--- src/psc_pkg.sv ---
// Shared constants and types for the serial status and command register block
package psc_pkg;
  // Command identifiers of the registers held here
  localparam logic [5:0] ID_NOP = 6'h00;
  localparam logic [5:0] ID_CLK_ERR = 6'h03;
  localparam logic [5:0] ID_LOW_POWER = 6'h11;
  localparam logic [5:0] ID_LOCK = 6'h12;
  localparam logic [5:0] ID_POWER_STAT = 6'h21;
  localparam logic [5:0] ID_INIT_RESP = 6'h3F;
  // Command codes and reset or initial values
  localparam logic [7:0] LOW_POWER_CODE = 8'hAA;
  localparam logic [7:0] LOCK_CODE = 8'h55;
  localparam logic [7:0] INIT_RESP_DATA = 8'h5A;
  localparam logic [7:0] CLK_ERR_RESET = 8'h80;
  localparam logic [7:0] POWER_STAT_RESET = 8'h00;
  // Field positions
  localparam int CLK_OVERRUN_BIT = 4;
  localparam int PS_BUCK_FAIL_BIT = 7;
  localparam int PS_REG_FAIL_BIT = 6;
  localparam int PS_BUCK_OT_BIT = 5;
  localparam int PS_LINEAR_OT_BIT = 4;
  localparam int PS_BOOST_OT_BIT = 3;
  localparam int PS_LINEAR_REG_BIT = 2;
  // Frame length in serial clock edges, and the count where it saturates
  localparam logic [4:0] FRAME_EDGES = 5'h10;
  localparam logic [4:0] EDGE_CNT_MAX = 5'h11;
  localparam logic [3:0] CNT_FIELD_MAX = 4'hF;
  // Synchroniser depth
  localparam int SYNC_STAGES = 2;

  // Serial frame, most significant bit first on the wire
  typedef struct packed {
    logic odd_parity;
    logic write;
    logic [5:0] id;
    logic [7:0] data;
  } psc_frame_s;

  // Fault condition levels from the analog monitors
  typedef struct packed {
    logic buck_fail;
    logic reg_fail;
    logic buck_ot;
    logic linear_ot;
    logic boost_ot;
    logic linear_uv;
    logic linear_ov;
  } psc_fault_s;

  typedef enum logic [1:0] {
    ST_IDLE = 2'b01,
    ST_FRAME = 2'b10
  } psc_state_e;
endpackage

--- src/psc_regs.sv ---
// Serial slave with clock-count error, command and power status registers
`timescale 1ns/1ps
`default_nettype none
//Overview of operation
// - More than 16 serial clocks in a frame sets the clock overrun bit.
// - Count field holds rising edges minus one, saturating at 0xF.
// - Overrun bit and count field clear once sent to the master.
// - Writing 0xAA to 0x11 enters low power mode zero; reads give zero.
// - Buck shutdown faults set power status bit 7.
// - Internal regulator too low sets power status bit 6.
// - Buck overtemperature shutdown sets power status bit 5.
// - Linear regulator overtemperature shutdown sets power status bit 4.
// - Boost overtemperature shutdown sets power status bit 3.
// - Linear regulator under or overvoltage sets power status bit 2.
// - Buck and regulator flags clear only when gone and reported.
// - Overtemperature flags clear only when over and reported.
// - Linear regulation flag clears only with no fault and after reporting.
// - Response comes next frame with previous identifier and pre-write data.
// - Write to a read-only register acts as a read, no error.
// - Low power mode zero turns off switch driver and all rails but core.
module psc_regs (
  // Clock and reset
  input wire logic MCLK_I,
  input wire logic RESET_N_I,
  // Serial link
  input wire logic SCK_I,
  input wire logic CHIP_SELECT_LOW_I,
  input wire logic SDI_I,
  output logic SDO_O,
  output logic SDO_OE_O,
  // Fault monitors
  input wire psc_pkg::psc_fault_s FAULT_I,
  // Mode outputs
  output logic LOW_POWER_MODE_ZERO_O,
  output logic LOCKED_O,
  output logic SWITCH_DRIVER_EN_O,
  output logic RAIL_EN_O
);
  import psc_pkg::*;

  logic [9:0] sync_s;
  logic sck_s, cs_s, sdi_s;
  psc_fault_s fault_s;
  logic sck_prev_reg, cs_prev_reg;
  logic sck_rise, sck_fall, cs_fall, cs_rise;
  psc_state_e state_reg, state_next;
  logic [15:0] rx_reg, rx_next, tx_reg, tx_next;
  logic [4:0] edge_cnt_reg, edge_cnt_next;
  logic [7:0] clk_err_reg, clk_err_next, pwr_reg, pwr_next;
  psc_frame_s resp_reg, resp_next, sent_reg, sent_next, rx_f;
  logic lpm_reg, lpm_next, lock_reg, lock_next;
  logic sdo_reg, sdo_next, oe_reg, oe_next;
  logic rail_reg, rail_next;
  logic [7:0] pwr_set, pwr_clr, read_data;
  logic [3:0] cnt_field;
  logic len_ok, par_ok, id_ok, frame_end, end_good, cmd_ok;

  // All pins and fault levels come from outside the clock domain
  // Select rests high in reset, matching its edge detector, so no false frame start follows reset
  psc_sync #(.WIDTH(10), .RESET_VALUE(10'h100)) u_sync (
    .clk_i(MCLK_I),
    .reset_n_i(RESET_N_I),
    .async_i({SCK_I, CHIP_SELECT_LOW_I, SDI_I, FAULT_I}),
    .sync_o(sync_s)
  );
  assign {sck_s, cs_s, sdi_s} = sync_s[9:7];
  assign fault_s = psc_fault_s'(sync_s[6:0]);

  // Edge detection on the synchronised link levels
  assign sck_rise = sck_s & ~sck_prev_reg;
  assign sck_fall = ~sck_s & sck_prev_reg;
  assign cs_fall = ~cs_s & cs_prev_reg;
  assign cs_rise = cs_s & ~cs_prev_reg;

  // Frame decode
  assign rx_f = psc_frame_s'(rx_reg);
  assign frame_end = cs_rise && (state_reg == ST_FRAME);
  assign len_ok = (edge_cnt_reg == FRAME_EDGES);
  assign par_ok = ^rx_reg;
  assign id_ok = (rx_f.id == ID_NOP) || (rx_f.id == ID_CLK_ERR) || (rx_f.id == ID_LOW_POWER) ||
                 (rx_f.id == ID_LOCK) || (rx_f.id == ID_POWER_STAT);
  assign end_good = frame_end && len_ok;
  assign cmd_ok = end_good && par_ok && id_ok;

  // Edge count minus one, clamped at both ends
  assign cnt_field = (edge_cnt_reg == 5'h00) ? 4'h0 :
                     (edge_cnt_reg >= FRAME_EDGES) ? CNT_FIELD_MAX : 4'(edge_cnt_reg - 5'h01);

  // Sticky fault sources; only bits 7 down to 2 live in this block
  always_comb begin
    pwr_set = 8'h00;
    pwr_set[PS_BUCK_FAIL_BIT] = fault_s.buck_fail;
    pwr_set[PS_REG_FAIL_BIT] = fault_s.reg_fail;
    pwr_set[PS_BUCK_OT_BIT] = fault_s.buck_ot;
    pwr_set[PS_LINEAR_OT_BIT] = fault_s.linear_ot;
    pwr_set[PS_BOOST_OT_BIT] = fault_s.boost_ot;
    pwr_set[PS_LINEAR_REG_BIT] = fault_s.linear_uv | fault_s.linear_ov;
  end

  // Read value of the addressed register before any write
  always_comb begin
    case (rx_f.id)
      ID_CLK_ERR: read_data = clk_err_reg;
      ID_POWER_STAT: read_data = pwr_reg;
      default: read_data = 8'h00;
    endcase
  end

  // Next-state logic for the link, registers and modes
  always_comb begin
    state_next = state_reg;
    rx_next = rx_reg;
    tx_next = tx_reg;
    edge_cnt_next = edge_cnt_reg;
    clk_err_next = clk_err_reg;
    resp_next = resp_reg;
    sent_next = sent_reg;
    lpm_next = lpm_reg;
    lock_next = lock_reg;
    sdo_next = sdo_reg;
    oe_next = oe_reg;
    pwr_clr = 8'h00;
    case (state_reg)
      ST_IDLE: begin
        if (cs_fall) begin
          state_next = ST_FRAME;
          edge_cnt_next = 5'h00;
          tx_next = resp_reg;
          sent_next = resp_reg;
          sdo_next = resp_reg[15];
          oe_next = 1'b1;
        end
      end
      ST_FRAME: begin
        if (cs_rise) begin
          state_next = ST_IDLE;
          oe_next = 1'b0;
          sdo_next = 1'b0;
          if (!len_ok) begin
            // Wrong length: record the count and answer with it next frame
            clk_err_next = CLK_ERR_RESET;
            clk_err_next[CLK_OVERRUN_BIT] = (edge_cnt_reg > FRAME_EDGES);
            clk_err_next[3:0] = cnt_field;
            resp_next = {1'b0, 1'b0, ID_CLK_ERR, clk_err_next};
          end else begin
            // Only a frame of valid length proves the previous answer arrived
            if (sent_reg.id == ID_CLK_ERR) begin
              clk_err_next = CLK_ERR_RESET;
            end
            if (sent_reg.id == ID_POWER_STAT) begin
              pwr_clr = sent_reg.data & ~pwr_set;
            end
            if (par_ok && id_ok) begin
              resp_next = {1'b0, 1'b0, rx_f.id, read_data};
              // Writes elsewhere fall through as reads
              if (rx_f.write && rx_f.id == ID_LOW_POWER && rx_f.data == LOW_POWER_CODE) begin
                lpm_next = 1'b1;
              end
              if (rx_f.write && rx_f.id == ID_LOCK && rx_f.data == LOCK_CODE) begin
                lock_next = 1'b1;
              end
            end else begin
              resp_next = rx_reg;
            end
          end
          resp_next.odd_parity = ~^resp_next[14:0];
        end else begin
          if (sck_rise) begin
            rx_next = {rx_reg[14:0], sdi_s};
            edge_cnt_next = (edge_cnt_reg == EDGE_CNT_MAX) ? edge_cnt_reg : 5'(edge_cnt_reg + 5'h01);
          end
          if (sck_fall) begin
            tx_next = {tx_reg[14:0], 1'b0};
            sdo_next = tx_reg[14];
          end
        end
      end
      default: begin
        state_next = ST_IDLE;
        oe_next = 1'b0;
      end
    endcase
    // A fault present in the clearing cycle keeps its flag
    pwr_next = (pwr_reg & ~pwr_clr) | pwr_set;
    rail_next = ~(lpm_next | lock_next);
  end

  // State registers; lock leaves only through reset
  always_ff @(posedge MCLK_I or negedge RESET_N_I) begin
    if (!RESET_N_I) begin
      sck_prev_reg <= 1'b0;
      cs_prev_reg <= 1'b1;
      state_reg <= ST_IDLE;
      rx_reg <= 16'h0000;
      tx_reg <= 16'h0000;
      edge_cnt_reg <= 5'h00;
      clk_err_reg <= CLK_ERR_RESET;
      pwr_reg <= POWER_STAT_RESET;
      // Initial answer carries its odd parity from the start
      resp_reg <= {~^{1'b0, ID_INIT_RESP, INIT_RESP_DATA}, 1'b0, ID_INIT_RESP, INIT_RESP_DATA};
      sent_reg <= 16'h0000;
      lpm_reg <= 1'b0;
      lock_reg <= 1'b0;
      sdo_reg <= 1'b0;
      oe_reg <= 1'b0;
      rail_reg <= 1'b1;
    end else begin
      sck_prev_reg <= sck_s;
      cs_prev_reg <= cs_s;
      state_reg <= state_next;
      rx_reg <= rx_next;
      tx_reg <= tx_next;
      edge_cnt_reg <= edge_cnt_next;
      clk_err_reg <= clk_err_next;
      pwr_reg <= pwr_next;
      resp_reg <= resp_next;
      sent_reg <= sent_next;
      lpm_reg <= lpm_next;
      lock_reg <= lock_next;
      sdo_reg <= sdo_next;
      oe_reg <= oe_next;
      rail_reg <= rail_next;
    end
  end

  // Outputs straight from flops
  assign SDO_O = sdo_reg;
  assign SDO_OE_O = oe_reg;
  assign LOW_POWER_MODE_ZERO_O = lpm_reg;
  assign LOCKED_O = lock_reg;
  assign SWITCH_DRIVER_EN_O = rail_reg;
  assign RAIL_EN_O = rail_reg;
endmodule
`default_nettype wire

--- src/psc_sync.sv ---
// Two-stage synchroniser for asynchronous level inputs
`timescale 1ns/1ps
`default_nettype none
module psc_sync #(
  parameter int WIDTH = 1,
  // Level each bit holds in reset; an idle-high pin must not look active after reset
  parameter logic [WIDTH-1:0] RESET_VALUE = '0
) (
  // Clock and reset
  input wire logic clk_i,
  input wire logic reset_n_i,
  // Levels
  input wire logic [WIDTH-1:0] async_i,
  output logic [WIDTH-1:0] sync_o
);
  import psc_pkg::*;

  // One chain per bit; the first stage feeds only the second
  genvar b;
  generate
    for (b = 0; b < WIDTH; b++) begin : g_bit
      logic [SYNC_STAGES-1:0] stage_reg;
      always_ff @(posedge clk_i or negedge reset_n_i) begin
        if (!reset_n_i) begin
          stage_reg <= {SYNC_STAGES{RESET_VALUE[b]}};
        end else begin
          stage_reg <= {stage_reg[SYNC_STAGES-2:0], async_i[b]};
        end
      end
      assign sync_o[b] = stage_reg[SYNC_STAGES-1];
    end
  endgenerate
endmodule
`default_nettype wire

--- config.mk ---
export PLATFORM = sky130hd
export DESIGN_NAME = psc_regs
export DESIGN_NICKNAME = d
export VERILOG_FILES = /design/src/psc_pkg.sv /design/src/psc_regs.sv /design/src/psc_sync.sv
export SDC_FILE = /design/constraint.sdc
export NUM_CORES = 1
export LEC_CHECK = 0
export BUFFER_PORTS_ARGS = -buffer_cell sky130_fd_sc_hd__buf_2
export CAP_MARGIN = 20
export CORE_UTILIZATION = 55
export DETAILED_ROUTE_END_ITERATION = 7
export HOLD_SLACK_MARGIN = 0.03
export PLACE_DENSITY_LB_ADDON = 0.1
export SLEW_MARGIN = 15
export SYNTH_ARGS = -nofsm -noshare
export SYNTH_HDL_FRONTEND = slang
export SYNTH_SLANG_ARGS = --single-unit
export TNS_END_PERCENT = 1
--- constraint.sdc ---
create_clock -name MCLK_I -period 4.5 [get_ports MCLK_I]
set_input_delay 0.45 -clock MCLK_I [delete_from_list [all_inputs] [get_ports MCLK_I]]
set_output_delay 0.45 -clock MCLK_I [all_outputs]
set_load 0.005 [all_outputs]
======== Word-level counts from Yosys, hierarchy flattened ========
Cells that the tools add are included.
word-level totals
  register bits after elaboration ......... 111
  bits of input ports ..................... 12
  output and inout bits ................... 6
  word-level logic and storage cells ...... 134
cells by class
  add/subtract/negate cells ............... 2
  magnitude comparators ................... 2
  eq/ne operators ......................... 20
  muxes and demuxes ....................... 42
  bitwise logic cells ..................... 17
  reduce and logical (&&, ||, !) cells .... 22
operator list
  cell                                                  count
  2-to-1 mux 15 bit                                     7
  2-to-1 mux 8 bit                                      6
  case mux 15 bit (2 select lines)                      1
  2-to-1 mux 5 bit                                      4
  bitwise AND 8 bit                                     2
  inverter 8 bit                                        2
  case mux 8 bit (2 select lines)                       1
  XOR reduction 16 bit                                  1
  2-to-1 mux 1 bit                                      15
  XNOR reduction 15 bit                                 1
  equality test 6 x 2 -> 1 bit (second input constant)  2
  equality test 6 x 5 -> 1 bit (second input constant)  2
  equality test 6 bit (second input constant)           2
  inequality test 2 bit (second input constant)         6
  equality test 5 bit (second input constant)           2
  case mux 5 bit (2 select lines)                       1
  AND reduction 3 bit                                   3
  equality test 8 x 7 -> 1 bit (second input constant)  1
  equality test 8 bit (second input constant)           1
  2-to-1 mux 4 bit                                      2
  bitwise OR 8 bit                                      1
  logical NOT 6 bit                                     1
  inverter 1 bit                                        6
  AND reduction 2 bit                                   3
  19 further kinds                                      32

======== Logic depth before layout (Yosys ltp) ========
Gate-level depths: netlist of run 1.
  word-level depth ........................ 12
  mapped depth ............................ 13
  mapped depth without buffers ............ 11

======== Hierarchy ========
From an unflattened synthesis of run 1, not the netlist that was laid out.
second synthesis, totals
  cells, all modules ...................... 436
  area, all modules ....................... 4913.5 um^2
modules (own cells, without submodules)
  module    times used  cells an instance  area each (um^2)  sequential area each (um^2)
  psc_regs  1           406                4335.4            2194.6
  psc_sync  1           30                 578.1             503.0

======== Worst setup path before layout of run 1 ========
OpenSTA, ideal clock, no wires.
  kind .................................... register -> register
  from .................................... register rx_reg[12] (netlist: rx_f[12])
  to ...................................... register resp_reg[15] (netlist name)
  library setup time ...................... 0.072 ns
  data arrival time ....................... 2.906 ns
  required time ........................... 4.428 ns
  path slack .............................. 1.522 ns
  stages on the path, launching flop included .. 13
  path buffers ............................ 1
  period minus slack after synthesis ...... 2.978 ns
  cell sequence ........................... dfrtp_1 > inv_1 > ha_1 > xnor2_1 > xnor3_1 > xnor2_1 > nor2b_4 > buf_6 > mux2i_1 > xnor3_1 > nand3_1 > xnor3_1 > o21ai_1
on the way
  cells in the longest elaborated chain, start to end .. 11
  elaborated cells between the ends (all ways) .. 17
  classes of those cells .................. eq/ne: 4; mux: 5; reduce/logical: 8
RTL lines
  item                                                               RTL line                         RTL
  from (decl)                                                        psc_regs.sv:47                   logic [15:0] rx_reg, rx_next, tx_reg, tx_next;
  from (signal assigned)                                             psc_regs.sv:211                  rx_reg <= rx_next;
  equality test 6 x 2 -> 1 bit or logical NOT 6 bit (tied branches)  psc_regs.sv:80, psc_regs.sv:102
  logical OR 1 bit (3 in a row)                                      psc_regs.sv:80                   assign id_ok = (rx_f.id == ID_NOP) || (rx_f.id == ID_CLK_ERR) || (rx_f.id == ID_LOW_POWER) ||
  logical OR 1 bit                                                   psc_regs.sv:81                   (rx_f.id == ID_LOCK) || (rx_f.id == ID_POWER_STAT);
  logical AND 1 bit                                                  psc_regs.sv:153                  if (par_ok && id_ok) begin
  2-to-1 mux 15 bit *                                                psc_regs.sv:153
  2-to-1 mux 15 bit *                                                psc_regs.sv:139                  if (!len_ok) begin
  2-to-1 mux 15 bit *                                                psc_regs.sv:135                  if (cs_rise) begin
  2-to-1 mux 15 bit *                                                psc_regs.sv:123                  case (state_reg)
  XNOR reduction 15 bit *                                            psc_regs.sv:166                  resp_next.odd_parity = ~^resp_next[14:0];
  to (signal assigned)                                               psc_regs.sv:200                  resp_reg <= {~^{1'b0, ID_INIT_RESP, INIT_RESP_DATA}, 1'b0, ID_INIT_RESP, INIT_RESP_DATA};
  to (signal assigned)                                               psc_regs.sv:216                  resp_reg <= resp_next;
  to (decl)                                                          psc_regs.sv:50                   psc_frame_s resp_reg, resp_next, sent_reg, sent_next, rx_f;
Mark *: on every way between the ends. The rest lies on a longest branch, timed or not. The select of a mux whose other input is x is not followed.
A chain may end at the register's enable or synchronous reset.

======== Final worst setup path of run 1 ========
Ends and elaborated chain as after synthesis.

==> summary.txt, run 1 <==
Logic synthesis
  – Synth unique cells: between 40 and 50
  – Synthesized area per cell: roughly 11 sq um
  – Syn Nets: between 400 and 500
  – Seq cells post-synth: about 110
  – Number of synthesized flops with an enable pin: 0
  – Yosys warns: 0
  – Seq/Total Area, Yosys: 56.59%
  – FFs w/ async S/R, synth: 100.0%
  – Top_reg_cell synth: dfrtp_1
  – Mapped Area: between 4000 and 5000 sq um
  – Syn Inst Count: 416

Clock network
  – CTS Hold Bufs: 0
  – Htree depth: 3
  – Clk_lat worst skew: between 0.3 and 0.4 ns
  – Root buffer cell: clkbuf_8
  – CTS resizes: 0
  – Clock Tree Buf Depth: 2
  – Num CTS Buffers: 9
  – # Post-CTS Setup Buffers: 0
  – TritonCTS clock tree: done
  – Worst-path clk slew: ~0.12 ns
  – Clock sink count: about 110

Flow run
  – Max-cap violations: 0

Die
  – Die H: ~95 microns
  – # IOs: 18
  – Die area: approximately 9000 sq um
  – Die span in x: 95.10 microns
  – # rows: 33
  – Placeable Area: between 8000 and 9000 sq um
  – Initial Util: between 50% and 60%

Setup path
  – Class of the most critical setup path: reg2reg
  – Worst setup EP type: register
  – Startpoint types: register
  – CP most frequent cell: xnor3_1
  – CP max FO: 17
  – Worst EP arrival: 3.70 ns
  – Crit-path cells: inv_1 > ha_1 > xnor2_1 > xnor3_1 > xnor2_1 > nor2b_4 > mux2i_1 > xnor3_1 > nand3_1 > xnor3_1 > o21ai_1
  – Max stage delay on crit path: 0.44 ns
  – WP data required: around 4.8 ns
  – Slowest cell on crit path: dfrtp_1

Timing
  – Final Hold Fails: 0
  – RSZ-0062 raised after global routing: no
  – Layout Skew: about 0.015 ns
  – Tcrit/Tclk final: between 70% and 80%
  – Endpoints failing setup: 0
  – Post-Route Setup TNS: 0 ns
  – Worst setup margin: approximately 1.1 ns
  – Worst Tran Pin Value: 0.8944 ns
  – Slew Viols, Final: 0
  – F_max: between 0.2 and 0.3 GHz
  – Rel. slew slack: 40.38%
  – Minimum clock period after layout: 3.381 ns

Status
  – Status: completed

Worst hold path
  – Worst hold path type: in2reg

Power
  – Switch share: roughly 28%
  – Seq pwr share: approximately 58%
  – Logic gate share of total power: 9.2%
  – Power Internal: between 1 and 1.5 mW
  – Peak supply drop: ~210 uV
  – Switch Pwr: about 500 uW
  – Power Total: roughly 1.8 mW
  – Clock power share: 32.4%
  – P_leak: approximately 2.2 nW
  – PD cells: around 350 nW/um^2

Detailed routing
  – First-pass DRT Iterations: 5
  – Final wirelength: 9143 microns
  – Via count: 3007
  – Routed WL per cell: ~17 microns
  – 1st-iter DRT viols: between 90 and 100
  – Via/cell ratio: between 5 and 6
  – Drc violations: 0
  – Antenna-violating nets left: 0

Place
  – Worst slack, placed: 1.115 ns
  – Area after DPL: between 4000 and 5000 sq um
  – Port bufs: 17
  – Post-detail-place hpwl: roughly 6400 microns
  – Global placer's final weighted congestion: roughly 0.84

GRT
  – Largest net degree at the start of global routing: 73
  – Gr usage total: ~23%
  – Vias in the first global route: between 2000 and 3000
  – GRT met1 Usage: between 30% and 40%
  – Met2 Track Usage GR: 35.18%
  – Met3 usage: between 5 and 6%
  – GRT Max-Usage Layer: met2
  – Grt ovf: 0
  – Initial antenna violation count: 0
  – First-pass GRT wire length: roughly 15000 microns

Final layout
  – Finished Cell Area: a little over 5000 sq um
  – Max reg flops: 20
  – Layout cells sized above 1: 18.20%
  – Filler instances: slightly below 700
  – Synth-to-layout area growth: 7.874%
  – Final Util: about three fifths
  – # diodes: 0
  – Layout net count: 461
## layout make-up
class	count	area, sq um	share of cell area [%]
sequential	107	2698	52.46
multi-input combinational	269	1916	37.25
tap	105	131.4	2.555
timing repair buffer	22	125.1	2.433
clock buffer	9	123.9	2.409
inverter	20	75.07	1.460
clock inverter	7	73.82	1.436
## cell families after synthesis
kind of cell	count (synthesis)	share of synthesized area, %
fa+ha+maj	20	5.249
simple gates	98	9.318
xor+xnor	23	5.381
mux	37	8.294
flops	107	56.59
compound gates	91	11.76
buf+inv	40	3.412
## worst max-delay path: cells and delay by family, from the launching register on
kind,cells,cell delay [ns]
AOI/OAI and AO/OA,1,0.13
xor gates and xnor gates,5,1.54
adders and majority gates,1,0.31
buffers and inverters,1,0.10
DFF,1,0.44
muxes,1,0.28
and+or+nand+nor,2,0.52
## metal layers
metal  vias to the layer above  routed length [microns]
met4                         0                       90
met2                        57                     4251
li1                       1450                        -
met5                         -                        0
met3                         7                      418
met1                      1493                     4382
## power by group through the flow
stage	combinational, mW	sequential, mW	clock [mW]
2_1_floorplan	0.122	1.07	0
3_3_place_gp	0.165	1.08	0
3_5_place_dp	0.169	1.08	0
4_1_cts	0.170	1.06	0.601
5_1_grt	0.187	1.07	0.639
6_report	0.167	1.06	0.589
## synthesized netlist by cell type (all sizes together) (2+ instances only)
master	count	area, sq um
a21o	5	37.54
a21oi	14	70.07
o21ai	46	230.2
nand2	56	210.2
a22o	9	78.83
nand4	2	12.51
a22oi	2	15.01
xnor2	15	131.4
nor2b	3	26.27
dfstp	16	420.4
a31o	2	17.52
dfrtp	91	2277
buf	5	31.28
clkbuf	15	56.30
mux2i	17	170.2
nand3	8	40.04
nor2	14	52.55
a221oi	4	35.03
nand2b	2	12.51
inv	20	75.07
nor3	3	15.01
a21boi	2	15.01
mux2	20	225.2
ha	20	250.2
xor2	4	35.03
xnor3	4	90.09
and3	2	12.51
## path summary, 6_finish.rpt
check                                                             from                                      to  slack [ns]  cells past startpoint
worst min-delay path                                 CHIP_SELECT_LOW_I  u_sync.g_bit[8].stage_reg[0]$_DFF_PN1_        0.16                      1
min in group asynchronous                                    RESET_N_I                  tx_reg[10]$_DFFE_PN0P_        0.18                      1
max in group asynchronous                                    RESET_N_I                 resp_reg[6]$_DFFE_PN1P_        3.26                      2
worst min register to register  u_sync.g_bit[5].stage_reg[0]$_DFF_PN0_  u_sync.g_bit[5].stage_reg[1]$_DFF_PN0_        0.36                      0
worst max-delay path                              rx_f[12]$_DFFE_PN0P_                resp_reg[15]$_DFFE_PN1P_        1.12                     11
worst max register to register                    rx_f[12]$_DFFE_PN0P_                resp_reg[15]$_DFFE_PN1P_        1.12                     11
## per-stage QoR
step / cells / hold slack (ns)
final: 539 / 0.1611
after global placement: 523 / 0.3317
after detailed placement: 523 / 0.3358
after floorplan: 416 / 0.1544
after CTS: 539 / 0.1521
after global routing: 539 / 0.1410
## cell usage in the layout (no fill, tap or decap), types with 3 or more instances in the layout
cell type	Yosys	routed
dfrtp_1	91	91
o21ai_0	44	44
nand2_1	56	56
a21oi_1	14	14
buf_2	1	16
inv_1	20	20
a22o_1	9	9
inv_6	0	3
xnor3_1	4	4
nor2_1	14	14
buf_4	1	6
ha_1	20	20
a221oi_1	4	4
nor3_1	3	3
nand3_1	8	8
a21o_1	5	5
xor2_1	4	4
clkbuf_8	0	9
dfstp_2	16	16
mux2i_1	17	17
mux2_2	20	20
xnor2_1	15	15
No activity file was read; power rests on OpenSTA's default activity.
==> run 2: changes to the inputs <==
==> constraint.sdc (replaced) <==
create_clock -name MCLK_I -period 2.7 [get_ports MCLK_I]
set_input_delay 0.27 -clock MCLK_I [delete_from_list [all_inputs] [get_ports MCLK_I]]
set_output_delay 0.27 -clock MCLK_I [all_outputs]
set_load 0.005 [all_outputs]
==> summary.txt, run 2 (synthesized netlist as in run 1, its figures left out) <==
Power
  – Peak supply drop: 254.0 uV (was 209.0 uV)
  – Power Internal: 2.220 mW (was 1.314 mW)
  – Clock power share: 31.1% (was 32.4%)
  – Logic gate share of total power: 10.8% (was 9.2%)
  – Switch Pwr: 819.5 uW (was 501.0 uW)
  – PD cells: 548.0 nW/um^2 (was 353.0 nW/um^2)
  – P_leak: 2.453 nW (was 2.229 nW)
  – Seq pwr share: 58.1% (was 58.4%)
  – Power Total: 3.040 mW (was 1.815 mW)
  – Switch share: 26.96% (was 27.60%)

Detailed routing
  – Via/cell ratio: 5.438 (was 5.579)
  – Drc violations: 0 (unchanged)
  – First-pass DRT Iterations: 4 (was 5)
  – Antenna-violating nets left: 0 (unchanged)
  – Via count: 3165 (was 3007)
  – Routed WL per cell: 16.92 microns (was 16.96 microns)
  – 1st-iter DRT viols: 150 (was 99)
  – Final wirelength: 9850 microns (was 9143 microns)

Final layout
  – Max reg flops: 20 (unchanged)
  – # diodes: 0 (unchanged)
  – Synth-to-layout area growth: 16.35% (was 7.874%)
  – Final Util: 66.83% (was 61.96%)
  – Layout cells sized above 1: 25.37% (was 18.20%)
  – Commonest non-fill, non-tap cells in the layout: dfrtp_1 (91), nand2_1 (56), o21ai_0 (44) (unchanged)
  – Layout net count: 504 (was 461)
  – Post-Layout Cell Count: 582 (was 539)
  – Commonest non-fill, non-tap cell in the layout: dfrtp_1 (unchanged)
  – Filler instances: 640 (was 692)

Die
  – Die H: 95.10 microns (unchanged)
  – Die span in x: 95.10 microns (unchanged)
  – Die area: 9044 sq um (unchanged)
  – Placeable Area: 8299 sq um (unchanged)
  – Initial Util: 57.44% (unchanged)
  – # IOs: 18 (unchanged)
  – # rows: 33 (unchanged)

GRT
  – Gr usage total: 24.41% (was 22.67%)
  – Vias in the first global route: 3283 (was 2999)
  – First-pass GRT wire length: 16210 microns (was 15200 microns)
  – Largest net degree at the start of global routing: 63 (was 73)
  – Grt ovf: 0 (unchanged)
  – Initial antenna violation count: 0 (unchanged)

Clock network
  – Clk_lat worst skew: 0.38 ns (about the same)
  – Clock sink count: 107 (unchanged)
  – Htree depth: 3 (unchanged)
  – TritonCTS clock tree: done (unchanged)
  – Worst-path clk slew: 0.11 ns (was 0.12 ns)
  – Num CTS Buffers: 9 (unchanged)
  – Clock Tree Buf Depth: 2 (unchanged)
  – Root buffer cell: clkbuf_8 (unchanged)

Timing
  – Endpoints failing setup: 1 (was 0)
  – Slew Viols, Final: 0 (unchanged)
  – RSZ-0062 raised after global routing: yes (was no)
  – Rel. slew slack: 61.12% (was 40.38%)
  – Worst Tran Pin Value: 0.5832 ns (was 0.8944 ns)
  – Layout Skew: 0.01603 ns (was 0.01455 ns)
  – Final Hold Fails: 0 (unchanged)
  – Tcrit/Tclk final: 108.4% (was 75.14%)
  – Minimum clock period after layout: 2.926 ns (was 3.381 ns)
  – F_max: 0.3418 GHz (was 0.2958 GHz)
  – Worst setup margin: -0.2258 ns (was 1.119 ns)

Place
  – Post-detail-place hpwl: 6979 microns (was 6418 microns)
  – Port bufs: 17 (unchanged)
  – Global placer's final weighted congestion: 0.9241 (was 0.8357)
  – Dpl cells: 553 (was 523)
  – Worst slack, placed: -0.2157 ns (was 1.115 ns)

Setup path
  – Worst EP arrival: 3.23 ns (was 3.70 ns)
  – FF-to-FF setup slack: -0.23 ns (was 1.12 ns)
  – Worst setup EP type: register (unchanged)
  – Max stage delay on crit path: 0.45 ns (was 0.44 ns)
  – CP most frequent cell: xnor3_1 (unchanged)
  – Class of the most critical setup path: reg2reg (unchanged)
  – Crit-path cells: inv_2 > ha_4 > xnor2_2 > xnor3_1 > xnor2_2 > nor2b_4 > mux2i_1 > xnor3_1 > nand3_1 > xnor3_1 > o21ai_1 (was inv_1 > ha_1 > xnor2_1 > xnor3_1 > xnor2_1 > nor2b_4 > mux2i_1 > xnor3_1 > nand3_1 > xnor3_1 > o21ai_1)
  – CP top delay family: XOR/XNOR gates (unchanged)
  – WP data required: 3.00 ns (was 4.82 ns)
  – CP max FO: 8 (was 17)
  – Slowest cell on crit path: xnor3_1 (was dfrtp_1)
  – Startpoint types: register (unchanged)
  – CP bufs+invs: 1 (unchanged)

Status
  – Status: complete, but fails checks (was completed)
  – Violated checks: setup timing

Worst hold path
  – Worst hold path type: reg2reg (was in2reg)

Flow run
  – Max-cap violations: 0 (unchanged)
run 2: cell types whose count changed in the layout (fill, tap and decap cells not counted), sizes merged:
cell         delta
dlygate4sd3    +11
buf            +32
run 2: per-stage QoR:
stage                     TNS, ns  hold WS [ns]  cell area, sq um
after floorplan           -0.1329      -0.02559              4778
after global placement    -0.1541        0.3121              5194
after detailed placement  -0.2157        0.3140              5194
after CTS                 -0.2498        0.3608              5495
after global routing      -0.3221        0.3680              5547
final                     -0.2258        0.3610              5547
run 2: repair_timing:
| item | CTS | global route |
|---|---|---|
| endpoints found under the hold margin | 46 | 0 |
| setup endpoints to repair | 1 | 1 |
| setup buffers | 0 | 2 |
| pin swaps | 2 | 2 |
| hold buffers | 11 | 0 |
| gates resized for setup | 0 | 8 |
run 2: final cells by class:
type / count / area (sq um) / area share (%)
Clock buffer: 9 / 123.9 / 2.233
Clock inverter: 7 / 67.56 / 1.218
Inverter: 20 / 75.07 / 1.353
Multi-Input combinational cell: 269 / 1963 / 35.39
Sequential cell: 107 / 2698 / 48.64
Tap cell: 105 / 131.4 / 2.369
Timing Repair Buffer: 65 / 488.0 / 8.798
run 2: metal layers:
metal | vias up | track usage [%] | share of wire, %
met5 | - | 0 | 0
met2 | 45 | 39.64 | 49
met3 | 19 | 6.140 | 3.0
li1 | 1538 | - | -
met4 | 0 | 9.091 | 2.1
met1 | 1563 | 31.55 | 46
run 2: worst register-to-register path: cells and delay by family, from the launching register on:
family	cells	cell delay, ns
xor gates and xnor gates	5	1.42
DFF	1	0.40
and+or+nand+nor	2	0.39
muxes	1	0.24
adders and majority gates	1	0.21
AOI/OAI and AO/OA	1	0.12
buffers and inverters	1	0.08
run 2: final timing paths:
path,from,end,cells past startpoint
hold reg to reg,u_sync.g_bit[3].stage_reg[0]$_DFF_PN0_,u_sync.g_bit[3].stage_reg[1]$_DFF_PN0_,0
setup reg to reg,rx_f[12]$_DFFE_PN0P_,resp_reg[15]$_DFFE_PN1P_,11
setup / recovery,rx_f[12]$_DFFE_PN0P_,resp_reg[15]$_DFFE_PN1P_,11
hold / removal,u_sync.g_bit[3].stage_reg[0]$_DFF_PN0_,u_sync.g_bit[3].stage_reg[1]$_DFF_PN0_,0
max in group asynchronous,RESET_N_I,resp_reg[6]$_DFFE_PN1P_,3
min in group asynchronous,RESET_N_I,clk_err_reg[4]$_DFFE_PN0P_,2
run 2: power groups by stage:
stage / clock (mW) / combinational (mW) / sequential [mW]
after floorplan: 0 / 0.207 / 1.78
after global placement: 0 / 0.306 / 1.79
after detailed placement: 0 / 0.317 / 1.80
after CTS: 0.978 / 0.331 / 1.77
after global routing: 1.04 / 0.367 / 1.78
final: 0.945 / 0.328 / 1.77
